### src/rtl/abm_regs.svh
/*
 constants of the bus master job interpreter: register offsets, job codes,
 job byte positions, flag bits and reset values.
 assumes byte addresses on a 32-bit avalon slave, one register per word.
*/
// Operation
// - configuration job refused in protected mode
// - flag byte one bit3 selects start-up mode
// - flag byte two bit3 enables automatic addressing
// - other flag bits ignored, never altered
// - only changed parameters are sent to slaves by the parameter write job
// - echo of every parameter transfer stored per slave
// - echo job returns all echoes at once
// - newest echo overwrites older echo
// - configuration job data stored as desired configuration
// - permanent parameters sent to slaves on start-up
`ifndef ABM_REGS_SVH
`define ABM_REGS_SVH

// register byte offsets
`define ABM_REG_CTRL   12'h000
`define ABM_REG_STAT   12'h004
`define ABM_REG_LIST   12'h008
`define ABM_REG_CODE   12'h00C
`define ABM_PAGE_SBUF  4'h1
`define ABM_PAGE_RBUF  4'h2
`define ABM_PAGE_CFG   4'h3

// job codes in byte zero
`define ABM_CODE_CFG   8'h1A
`define ABM_CODE_WPAR  8'h1C
`define ABM_CODE_ECHO  8'h13

// job byte positions
`define ABM_CFG_LIST0  6'd2
`define ABM_CFG_LIST3  6'd5
`define ABM_CFG_ID0    6'd6
`define ABM_CFG_ID31   6'd37
`define ABM_CFG_PAR0   6'd38
`define ABM_CFG_PAR15  6'd53
`define ABM_CFG_FLAG1  6'd54
`define ABM_CFG_FLAG2  6'd55
`define ABM_WPAR_PAR0  6'd2
`define ABM_WPAR_LAST  6'd17
`define ABM_MODE_BIT   3
`define ABM_AUTO_BIT   3
`define ABM_LAST_SLV   5'd31

// reset values
`define ABM_PAR_RST    4'hF
`define ABM_MODE_RST   1'b0
`define ABM_AUTO_RST   1'b0

`endif

### src/rtl/abm_pkg.sv
/*
 types of the bus master job interpreter.
 assumes nothing of its surroundings.
*/
package abm_pkg;
	// job engine states
	typedef enum logic [2:0] {ST_IDLE, ST_RD, ST_USE, ST_CHK, ST_TX}
		abm_state_t;
	// one parameter transfer or one echo value
	typedef struct packed {
		logic       valid;
		logic [4:0] addr;
		logic [3:0] data;
	} abm_par_t;
endpackage

### src/rtl/abm_mem.sv
/*
 send buffer memory: one write port, one read port with registered data.
 assumes a single clock shared with the job engine.
*/
`timescale 1ns/1ps
`default_nettype none
module abm_mem (
	input  wire logic       clk,   // system clock
	input  wire logic       we,    // write strobe
	input  wire logic [5:0] waddr, // write byte index
	input  wire logic [7:0] wdata, // write byte
	input  wire logic [5:0] raddr, // read byte index
	output logic      [7:0] rdata  // registered read byte
);
	logic [7:0] mem [64]; // job bytes

	// write and registered read
	always_ff @(posedge clk) begin
		if (we) begin
			mem[waddr] <= wdata;
		end
		rdata <= mem[raddr];
	end
endmodule
`default_nettype wire

### src/rtl/abm_top.sv
/*
 job interpreter of the actuator bus master: avalon register slave, send
 buffer, configuration, parameter write and echo jobs, parameter sender.
 assumes slave-side logic on the same clock answering PARAM_TX_READY and
 returning echoes on PARAM_ECHO.
*/
`timescale 1ns/1ps
`default_nettype none
`include "abm_regs.svh"
module abm_top (
	input  wire logic        CLK,               // 100 mhz clock
	input  wire logic        RESET_N,           // async reset, low
	input  wire logic [11:0] AVS_ADDRESS,       // byte address
	input  wire logic        AVS_READ,          // read request
	input  wire logic        AVS_WRITE,         // write request
	input  wire logic [31:0] AVS_WRITEDATA,     // write data
	output logic      [31:0] AVS_READDATA,      // read data
	output logic             AVS_WAITREQUEST,   // stall
	input  wire logic        PROTECTED_MODE,    // device runs protected
	input  wire logic        STARTUP,           // start-up pulse
	input  wire logic        PARAM_TX_READY,    // slave side takes param
	input  wire abm_pkg::abm_par_t PARAM_ECHO,  // echo from a slave
	output abm_pkg::abm_par_t      PARAM_TX,    // param to a slave
	output logic             CONFIG_MODE_START, // start in config mode
	output logic             AUTO_ADDR_ENABLE,  // auto addressing on
	output logic      [31:0] CONFIGURED_SLAVES  // configured_slave_list
);
	abm_pkg::abm_state_t st, next_st;   // engine state
	logic [5:0]  idx, next_idx;         // job byte index
	logic [4:0]  slv, next_slv;         // slave being sent
	logic        force_all, next_force; // send without compare
	logic        start_req, next_start; // job start pending
	logic        boot, next_boot;       // start-up send pending
	logic [7:0]  code, next_code;       // current job code
	logic        done, next_done;       // job finished
	logic        refused, next_refused; // refused in protected mode
	logic        unknown, next_unknown; // unknown code
	logic        mode, next_mode;       // start-up mode flag
	logic        auto_en, next_auto;    // auto address flag
	logic [31:0] list, next_list;       // configured slaves
	logic [31:0][7:0] cfg, next_cfg;    // id and io per slave
	logic [31:0][3:0] perm, next_perm;  // permanent parameters
	logic [31:0][3:0] pend, next_pend;  // parameters to send
	logic [31:0][3:0] act, next_act;    // actual parameters
	logic [31:0][3:0] rxe, next_rxe;    // echo response snapshot
	logic [31:0][3:0] echo;             // latest echo per slave
	abm_pkg::abm_par_t tx, next_tx;     // outgoing transfer
	logic [1:0]  ph, next_ph;           // bus access phase
	logic        wreq, next_wreq;       // waitrequest flop
	logic [31:0] rdat, next_rdat;       // read data flop
	logic [7:0]  sb_rdata;              // send buffer byte
	logic        busy;                  // engine working
	logic        wr_ok;                 // write taken this edge
	logic        ctrl_wr;               // start written
	logic        sb_we;                 // send buffer write
	logic [3:0]  pg;                    // address page
	logic [3:0]  rj;                    // response byte index
	logic [3:0]  pn;                    // packed pair index

	assign busy    = (st != abm_pkg::ST_IDLE);
	assign wr_ok   = AVS_WRITE && (ph == 2'd2);
	assign ctrl_wr = wr_ok && (AVS_ADDRESS == `ABM_REG_CTRL)
		&& AVS_WRITEDATA[0];
	assign pg      = AVS_ADDRESS[11:8];
	assign sb_we   = wr_ok && (pg == `ABM_PAGE_SBUF) && !busy;
	assign rj      = AVS_ADDRESS[5:2];

	// send buffer, read by bus when idle and by engine when busy
	abm_mem abm_mem_i (
		.clk   (CLK),
		.we    (sb_we),
		.waddr (AVS_ADDRESS[7:2]),
		.wdata (AVS_WRITEDATA[7:0]),
		.raddr (busy ? idx : AVS_ADDRESS[7:2]),
		.rdata (sb_rdata)
	);

	// bus slave: phase 0 request, 1 memory read, 2 answer
	always_comb begin
		next_ph   = 2'd0;
		next_wreq = 1'b1;
		next_rdat = rdat;
		if (AVS_READ || AVS_WRITE) begin
			next_ph   = (ph == 2'd2) ? 2'd0 : ph + 2'd1;
			next_wreq = (ph != 2'd1);
		end
		if ((ph == 2'd1) && AVS_READ) begin // read mux
			next_rdat = 32'h0000_0000;
			case (pg)
				4'h0: begin
					if (AVS_ADDRESS == `ABM_REG_STAT) begin
						next_rdat[5:0] = {auto_en, mode, unknown, refused,
							done, busy};
					end else if (AVS_ADDRESS == `ABM_REG_LIST) begin
						next_rdat = list;
					end else if (AVS_ADDRESS == `ABM_REG_CODE) begin
						next_rdat[7:0] = code;
					end
				end
				`ABM_PAGE_SBUF: next_rdat[7:0] = busy ? 8'h00 : sb_rdata;
				`ABM_PAGE_RBUF: begin // two echoes per byte
					if (AVS_ADDRESS[7:6] == 2'b00) begin
						next_rdat[7:0] = {(rj == 4'h0) ? 4'h0 :
							rxe[{rj, 1'b0}], rxe[{rj, 1'b1}]};
					end
				end
				`ABM_PAGE_CFG: begin
					if (!AVS_ADDRESS[7]) begin
						next_rdat[7:0] = cfg[AVS_ADDRESS[6:2]];
					end
				end
				default: next_rdat = 32'h0000_0000;
			endcase
		end
	end

	always_ff @(posedge CLK or negedge RESET_N) begin
		if (!RESET_N) begin
			ph   <= 2'd0;
			wreq <= 1'b1;
			rdat <= 32'h0000_0000;
		end else begin
			ph   <= next_ph;
			wreq <= next_wreq;
			rdat <= next_rdat;
		end
	end

	// echo capture, newest echo wins
	always_ff @(posedge CLK or negedge RESET_N) begin
		if (!RESET_N) begin
			echo <= '0;
		end else if (PARAM_ECHO.valid) begin
			echo[PARAM_ECHO.addr] <= PARAM_ECHO.data;
		end
	end

	// job engine next values
	always_comb begin
		next_st      = st;
		next_idx     = idx;
		next_slv     = slv;
		next_force   = force_all;
		next_start   = start_req || ctrl_wr; // set wins over take
		next_boot    = boot || STARTUP;
		next_code    = code;
		next_done    = done;
		next_refused = refused;
		next_unknown = unknown;
		next_mode    = mode;
		next_auto    = auto_en;
		next_list    = list;
		next_cfg     = cfg;
		next_perm    = perm;
		next_pend    = pend;
		next_act     = act;
		next_rxe     = rxe;
		next_tx      = tx;
		pn           = 4'h0;
		case (st)
			abm_pkg::ST_IDLE: begin
				if (boot) begin // resend permanent parameters
					next_boot  = STARTUP;
					next_pend  = perm;
					next_force = 1'b1;
					next_slv   = 5'd1;
					next_st    = abm_pkg::ST_CHK;
				end else if (start_req) begin
					next_start   = ctrl_wr;
					next_idx     = 6'd0;
					next_done    = 1'b0;
					next_refused = 1'b0;
					next_unknown = 1'b0;
					next_st      = abm_pkg::ST_RD;
				end
			end
			abm_pkg::ST_RD: next_st = abm_pkg::ST_USE;
			abm_pkg::ST_USE: begin
				next_st  = abm_pkg::ST_RD;
				next_idx = idx + 6'd1;
				if (idx == 6'd0) begin // job code
					next_code = sb_rdata;
					if (sb_rdata == `ABM_CODE_CFG && PROTECTED_MODE) begin
						next_refused = 1'b1;
						next_done    = 1'b1;
						next_st      = abm_pkg::ST_IDLE;
					end else if (sb_rdata == `ABM_CODE_ECHO) begin
						next_rxe  = echo;
						next_done = 1'b1;
						next_st   = abm_pkg::ST_IDLE;
					end else if (sb_rdata != `ABM_CODE_CFG
						&& sb_rdata != `ABM_CODE_WPAR) begin
						next_unknown = 1'b1;
						next_done    = 1'b1;
						next_st      = abm_pkg::ST_IDLE;
					end
				end else if (code == `ABM_CODE_CFG) begin
					if (idx >= `ABM_CFG_LIST0 && idx <= `ABM_CFG_LIST3) begin
						for (int k = 0; k < 8; k++) begin
							next_list[{idx[1:0] + 2'd2, 3'(k)}] =
								sb_rdata[7 - k];
						end
					end else if (idx <= `ABM_CFG_ID31
						&& idx >= `ABM_CFG_ID0) begin
						next_cfg[5'(idx - `ABM_CFG_ID0)] = sb_rdata;
					end else if (idx <= `ABM_CFG_PAR15
						&& idx >= `ABM_CFG_PAR0) begin
						pn = 4'(idx - `ABM_CFG_PAR0);
						if (pn != 4'h0) begin
							next_perm[{pn, 1'b0}] = sb_rdata[7:4];
						end
						next_perm[{pn, 1'b1}] = sb_rdata[3:0];
					end else if (idx == `ABM_CFG_FLAG1) begin
						next_mode = sb_rdata[`ABM_MODE_BIT];
					end else if (idx == `ABM_CFG_FLAG2) begin
						next_auto = sb_rdata[`ABM_AUTO_BIT];
						next_done = 1'b1;
						next_st   = abm_pkg::ST_IDLE;
					end
				end else if (idx >= `ABM_WPAR_PAR0) begin // parameter list
					pn = 4'(idx - `ABM_WPAR_PAR0);
					if (pn != 4'h0) begin
						next_pend[{pn, 1'b0}] = sb_rdata[7:4];
					end
					next_pend[{pn, 1'b1}] = sb_rdata[3:0];
					if (idx == `ABM_WPAR_LAST) begin
						next_slv   = 5'd1;
						next_force = 1'b0;
						next_st    = abm_pkg::ST_CHK;
					end
				end
			end
			abm_pkg::ST_CHK: begin
				if (force_all || pend[slv] != act[slv]) begin
					next_tx.valid = 1'b1;
					next_tx.addr  = slv;
					next_tx.data  = pend[slv];
					next_st       = abm_pkg::ST_TX;
				end else if (slv == `ABM_LAST_SLV) begin // unchanged
					next_done = 1'b1;
					next_st   = abm_pkg::ST_IDLE;
				end else begin
					next_slv = slv + 5'd1;
				end
			end
			abm_pkg::ST_TX: begin
				if (PARAM_TX_READY) begin // slave side took it
					next_tx.valid = 1'b0;
					next_act[slv] = pend[slv];
					next_slv      = slv + 5'd1;
					next_st       = abm_pkg::ST_CHK;
					if (slv == `ABM_LAST_SLV) begin
						next_done = 1'b1;
						next_st   = abm_pkg::ST_IDLE;
					end
				end
			end
			default: next_st = abm_pkg::ST_IDLE;
		endcase
	end

	// job engine registers
	always_ff @(posedge CLK or negedge RESET_N) begin
		if (!RESET_N) begin
			st <= abm_pkg::ST_IDLE;
			idx <= 6'd0;
			slv <= 5'd1;
			force_all <= 1'b0;
			start_req <= 1'b0;
			boot <= 1'b0;
			code <= 8'h00;
			done <= 1'b0;
			refused <= 1'b0;
			unknown <= 1'b0;
			mode <= `ABM_MODE_RST;
			auto_en <= `ABM_AUTO_RST;
			list <= 32'h0000_0000;
			cfg <= '0;
			perm <= {32{`ABM_PAR_RST}};
			pend <= {32{`ABM_PAR_RST}};
			act <= {32{`ABM_PAR_RST}};
			rxe <= '0;
			tx <= '0;
		end else begin
			st <= next_st;
			idx <= next_idx;
			slv <= next_slv;
			force_all <= next_force;
			start_req <= next_start;
			boot <= next_boot;
			code <= next_code;
			done <= next_done;
			refused <= next_refused;
			unknown <= next_unknown;
			mode <= next_mode;
			auto_en <= next_auto;
			list <= next_list;
			cfg <= next_cfg;
			perm <= next_perm;
			pend <= next_pend;
			act <= next_act;
			rxe <= next_rxe;
			tx <= next_tx;
		end
	end

	assign AVS_READDATA      = rdat;
	assign AVS_WAITREQUEST   = wreq;
	assign PARAM_TX          = tx;
	assign CONFIG_MODE_START = mode;
	assign AUTO_ADDR_ENABLE  = auto_en;
	assign CONFIGURED_SLAVES = list;

	// checks next to the engine
	property p_refuse;
		@(posedge CLK) disable iff (!RESET_N)
		(st == abm_pkg::ST_USE && idx == 6'd0 && PROTECTED_MODE
		&& sb_rdata == `ABM_CODE_CFG) |=> (refused && !busy) ##1 $stable(list);
	endproperty
	a_refuse: assert property (p_refuse)
		else $error("cfg job not refused");
	property p_mode;
		@(posedge CLK) disable iff (!RESET_N)
		(st == abm_pkg::ST_USE && code == `ABM_CODE_CFG
		&& idx == `ABM_CFG_FLAG1) |=> CONFIG_MODE_START == $past(sb_rdata[3]);
	endproperty
	a_mode: assert property (p_mode)
		else $error("start mode not taken");
	property p_auto;
		@(posedge CLK) disable iff (!RESET_N)
		(st == abm_pkg::ST_USE && code == `ABM_CODE_CFG
		&& idx == `ABM_CFG_FLAG2) |=> AUTO_ADDR_ENABLE == $past(sb_rdata[3]);
	endproperty
	a_auto: assert property (p_auto)
		else $error("auto flag not taken");
	property p_keep;
		@(posedge CLK) disable iff (!RESET_N)
		(st != abm_pkg::ST_USE) |=> $stable(mode) && $stable(auto_en);
	endproperty
	a_keep: assert property (p_keep)
		else $error("flag changed outside job");
	property p_changed;
		@(posedge CLK) disable iff (!RESET_N)
		$rose(tx.valid) |-> force_all || tx.data != act[tx.addr];
	endproperty
	a_changed: assert property (p_changed)
		else $error("unchanged param sent");
	property p_echo;
		@(posedge CLK) disable iff (!RESET_N)
		PARAM_ECHO.valid |=> echo[$past(PARAM_ECHO.addr)]
			== $past(PARAM_ECHO.data);
	endproperty
	a_echo: assert property (p_echo)
		else $error("echo not stored");
	property p_resp;
		@(posedge CLK) disable iff (!RESET_N)
		(st == abm_pkg::ST_USE && idx == 6'd0
		&& sb_rdata == `ABM_CODE_ECHO) |=> rxe == $past(echo) && done;
	endproperty
	a_resp: assert property (p_resp)
		else $error("echo list not copied");
	property p_unknown;
		@(posedge CLK) disable iff (!RESET_N)
		(st == abm_pkg::ST_USE && idx == 6'd0 && sb_rdata != `ABM_CODE_CFG
		&& sb_rdata != `ABM_CODE_WPAR && sb_rdata != `ABM_CODE_ECHO)
		|=> unknown && !busy;
	endproperty
	a_unknown: assert property (p_unknown)
		else $error("bad code not rejected");
	property p_boot;
		@(posedge CLK) disable iff (!RESET_N)
		(st == abm_pkg::ST_IDLE && boot) |=> force_all && pend == perm
			##[1:2] tx.valid;
	endproperty
	a_boot: assert property (p_boot)
		else $error("start-up send missing");
endmodule
`default_nettype wire

### config.mk
export PLATFORM = sky130hd
export DESIGN_NAME = abm_top
export DESIGN_NICKNAME = d
export VERILOG_FILES = /design/src/rtl/abm_pkg.sv /design/src/rtl/abm_mem.sv /design/src/rtl/abm_top.sv
export VERILOG_INCLUDE_DIRS = /design/src /design/src/rtl
export SDC_FILE = /design/constraint.sdc
export NUM_CORES = 2
export LEC_CHECK = 0
export ABC_AREA = 0
export BUFFER_PORTS_ARGS = -buffer_cell sky130_fd_sc_hd__buf_2
export CAP_MARGIN = 25
export CORE_MARGIN = 10
export CORE_UTILIZATION = 60
export CTS_BUF_LIST = sky130_fd_sc_hd__clkbuf_8
export CTS_CLUSTER_DIAMETER = 200
export DETAILED_ROUTE_END_ITERATION = 10
export GPL_TIMING_DRIVEN = 0
export PLACE_DENSITY_LB_ADDON = 0.15
export SYNTH_ARGS = -nofsm -noshare
export SYNTH_HDL_FRONTEND = slang
export SYNTH_SLANG_ARGS = --single-unit
### constraint.sdc
create_clock -name CLK -period 3.97 [get_ports CLK]
set_clock_uncertainty 0.05 [all_clocks]
set_input_delay 0.5955 -clock CLK [delete_from_list [all_inputs] [get_ports CLK]]
set_output_delay 0.5955 -clock CLK [all_outputs]
set_load 0.05 [all_outputs]
==> impl_metrics.py <==
metrics = {
    "final_layout": {
        "drive_above_1_share_pct": 41.77,
        "nNetsFinal": 4807,
        "areaGrowthSynthToFinish_pct": 11.80,
        "final_cell_mix": "mux2_2, dfrtp_1, edfxtp_1",
        "instances_no_fill": 6351,
        "final_common_cell": "mux2_2",
        "fin_util_pct": 67.65,
    },
    "detailed_routing": {
        "antenna_left": 0,
        "dr_wl_met2_microns": 81710,
        "wl_met1_microns": 72530,
        "detail_route.wl_per_cell_microns": 27.62,
        "drt-initial-drc-count": 3996,
        "drtPass1Iterations": 6,
        "via_count": 40410,
        "wirelength_microns": 175400,
        "top_layer_used": "met5",
        "wl_met3_microns": 15240,
        "route.detailed.drc": 0,
        "routed_via_density": 6.363,
    },
    "clocking": {
        "cts_buffers": 234,
        "clockBufferDepth": 3,
        "cts_root_buf": "clkbuf_8",
        "insertion_delay_ps": 940,
        "htree_levels": 4,
        "cts_tree": "built",
        "clkTransAtPathRegs_ps": 60,
        "cts_sinks": 1523,
    },
    "synth": {
        "synth.largest_area_cell": "dfrtp_1",
        "async_reset_ff_share_pct": 65.86,
        "ys_seq_elements": 1523,
        "ys_types": 73,
        "synth_area_leaders": "dfrtp_1, edfxtp_1, dfstp_2",
        "synth-edff-count": 512,
        "yosysWarnings": 0,
        "synth_top_cell_area_share_pct": 23.44,
        "ys.flop_type": "dfrtp_1",
        "synthesis.nets": 4416,
        "avgSynthCellArea_sq_um": 15.17,
        "syn_inst": 4343,
        "syn_area_sq_um": 65860,
        "yosysSeqAreaShare_pct": 62.43,
    },
    "global_route": {
        "grtUsageTotal_pct": 28.62,
        "grt-ovfl-total": 0,
        "grt_pass1_vias": 41260,
        "grt_antenna_before_repair": 9,
        "grt_pass1_wl_microns": 264200,
        "grt_max_degree": 122,
    },
    "place": {
        "place_hpwl_microns": 120800,
        "port_buffers": 111,
        "globalplace.congestion": 0.9192,
        "dpl.cell_count": 5894,
    },
    "die": {
        "core_region_area_sq_um": 108900,
        "ios": 138,
        "start_util_pct": 60.51,
        "fp.dieArea_sq_um": 123400,
        "row_count": 121,
        "die_h_microns": 351.3,
        "die_w_microns": 351.3,
    },
    "critical_path": {
        "cp-end-kind": "register",
        "crit_arrival_ps": 4520,
        "critPathMaxFanout": 10,
        "cp.required_ps": 4450,
        "r2r_slack_ps": 80,
        "start_kind": "primary input",
        "critPathKind": "in2reg",
        "rr_worst_depth": 11,
    },
    "power_and_ir_drop": {
        "powerDensity_nw_per_um2": 600.1,
        "vdd_ir_drop_max_uv": 446.7,
        "p_leak_nw": 30.69,
        "fin_total_pwr_mw": 44.19,
    },
    "worst_hold_path": {
        "hp-class": "in2reg",
        "holdPathStages": 1,
    },
    "timing": {
        "finalCriticalPeriod_ps": 4042,
        "worst-slew-pin-transition_ps": 1109,
        "whs_ps": 110.5,
        "drv_slew": 0,
        "worst_slack_ps": -71.77,
        "max_freq_mhz": 247.4,
        "rsz0062_at_grt": "true",
        "period_share_pct": 101.8,
        "setup_viol": 74,
        "slew_headroom_pct": 26.05,
        "hold_violations": 0,
    },
    "run_status": {
        "failed_checks": "negative setup slack",
        "run_status": "complete, but fails checks",
    },
    "job": {
        "maxCapViolCount": 0,
    },
}
[repair_timing]
action	CTS	global route
resized for setup	8	18
buffers inserted	0	1
hold buffers	11	0
endpoints found under the setup margin	25	130
endpoints found under the hold margin	72	0
pin swaps	1	1
[cell families (layout without fill, tap and decap cells)]
| group | count (synthesis) | in the layout | share of synthesized area, % |
|---|---|---|---|
| AO/OA/AOI/OAI | 515 | 515 | 5.082 |
| XOR/XNOR | 11 | 11 | 0.1463 |
| adder cells (fa/ha/maj) | 12 | 12 | 0.2280 |
| buffers and inverters | 311 | 902 | 2.014 |
| flip-flops | 1523 | 1523 | 62.43 |
| multiplexers | 1217 | 1217 | 24.67 |
| other | 0 | 3 | 0 |
| AND/OR/NAND/NOR | 754 | 754 | 5.428 |
[state kept, by name (all words and copies together), names as in the netlist, 2 cells and up]
| register | cells |
|---|---|
| st | 3 |
| perm | 128 |
| CONFIGURED_SLAVES | 32 |
| abm_mem_i.mem | 512 |
| slv | 5 |
| echo | 128 |
| abm_mem_i.rdata | 8 |
| PARAM_TX | 10 |
| code | 8 |
| cfg | 256 |
| act | 128 |
| AVS_READDATA | 32 |
| idx | 6 |
| pend | 128 |
| rxe | 128 |
| ph | 2 |
[critical path, cell delays in order]
cell	delay, ps
clkbuf_1	350
buf_2	570
buf_2	530
buf_2	480
clkbuf_1	450
nand3_1	650
nor2_1	860
[synth_stat cells (all sizes together) (17+ instances only)]
| cell type | number |
|---|---|
| o22ai | 77 |
| mux2 | 822 |
| nand3 | 34 |
| a31oi | 23 |
| nor3 | 21 |
| dfrtp | 617 |
| buf | 103 |
| a21oi | 101 |
| a211oi | 20 |
| nand2 | 304 |
| and2 | 40 |
| a32oi | 17 |
| a22o | 25 |
| and3 | 20 |
| edfxtp | 512 |
| a22oi | 115 |
| nor4 | 21 |
| dfstp | 386 |
| mux4 | 243 |
| clkbuf | 196 |
| nor2 | 240 |
| o21ai | 102 |
| mux2i | 152 |
[report_power, final]
| group | internal (mW) | switching [mW] |
|---|---|---|
| Clock | 6.61 | 6.18 |
| Combinational | 4.25 | 8.69 |
| Sequential | 17.7 | 0.716 |
[path summary, 6_finish.rpt]
kind / start / endpoint
worst max-delay path: AVS_ADDRESS[2] / abm_mem_i.mem[11][7]
worst min-delay path: AVS_WRITEDATA[3] / abm_mem_i.mem[25][3]
worst max register to register: slv[0] / done
worst min register to register: perm[3] / perm[3]
max in group asynchronous: RESET_N / echo[103]
min in group asynchronous: RESET_N / PARAM_TX[8]
[metal layers]
layer  GRT usage (%)  up-vias
met4           9.985       14
met1           40.17    21040
li1                -    17190
met3           6.603      373
met5               0        -
met2           44.05     1791
[final cells by class]
cell class / instances / area [sq um]
inverters: 12 / 45.04
plain buffers: 298 / 1308
multi-input cells: 2509 / 23470
diodes: 3 / 7.507
clock inverters: 158 / 802.0
well taps: 1414 / 1769
clock buffers: 278 / 3826
repair buffers: 156 / 1290
flip-flops and latches: 1523 / 41120
fillers: 7731 / 35220
[metrics by stage]
| stage | setup slack [ps] | setup TNS [ps] | area, sq um |
|---|---|---|---|
| after CTS | 0.3930 | 0 | 73490 |
| after global placement | -19160 | - | 68190 |
| final | -71.77 | -2137 | 73640 |
| after floorplan | 931.4 | 0 | 65860 |
| after detailed placement | -1007 | -234640 | 68720 |
| after global routing | -140.6 | -10150 | 73630 |
No activity file was read; power rests on OpenSTA's default activity.
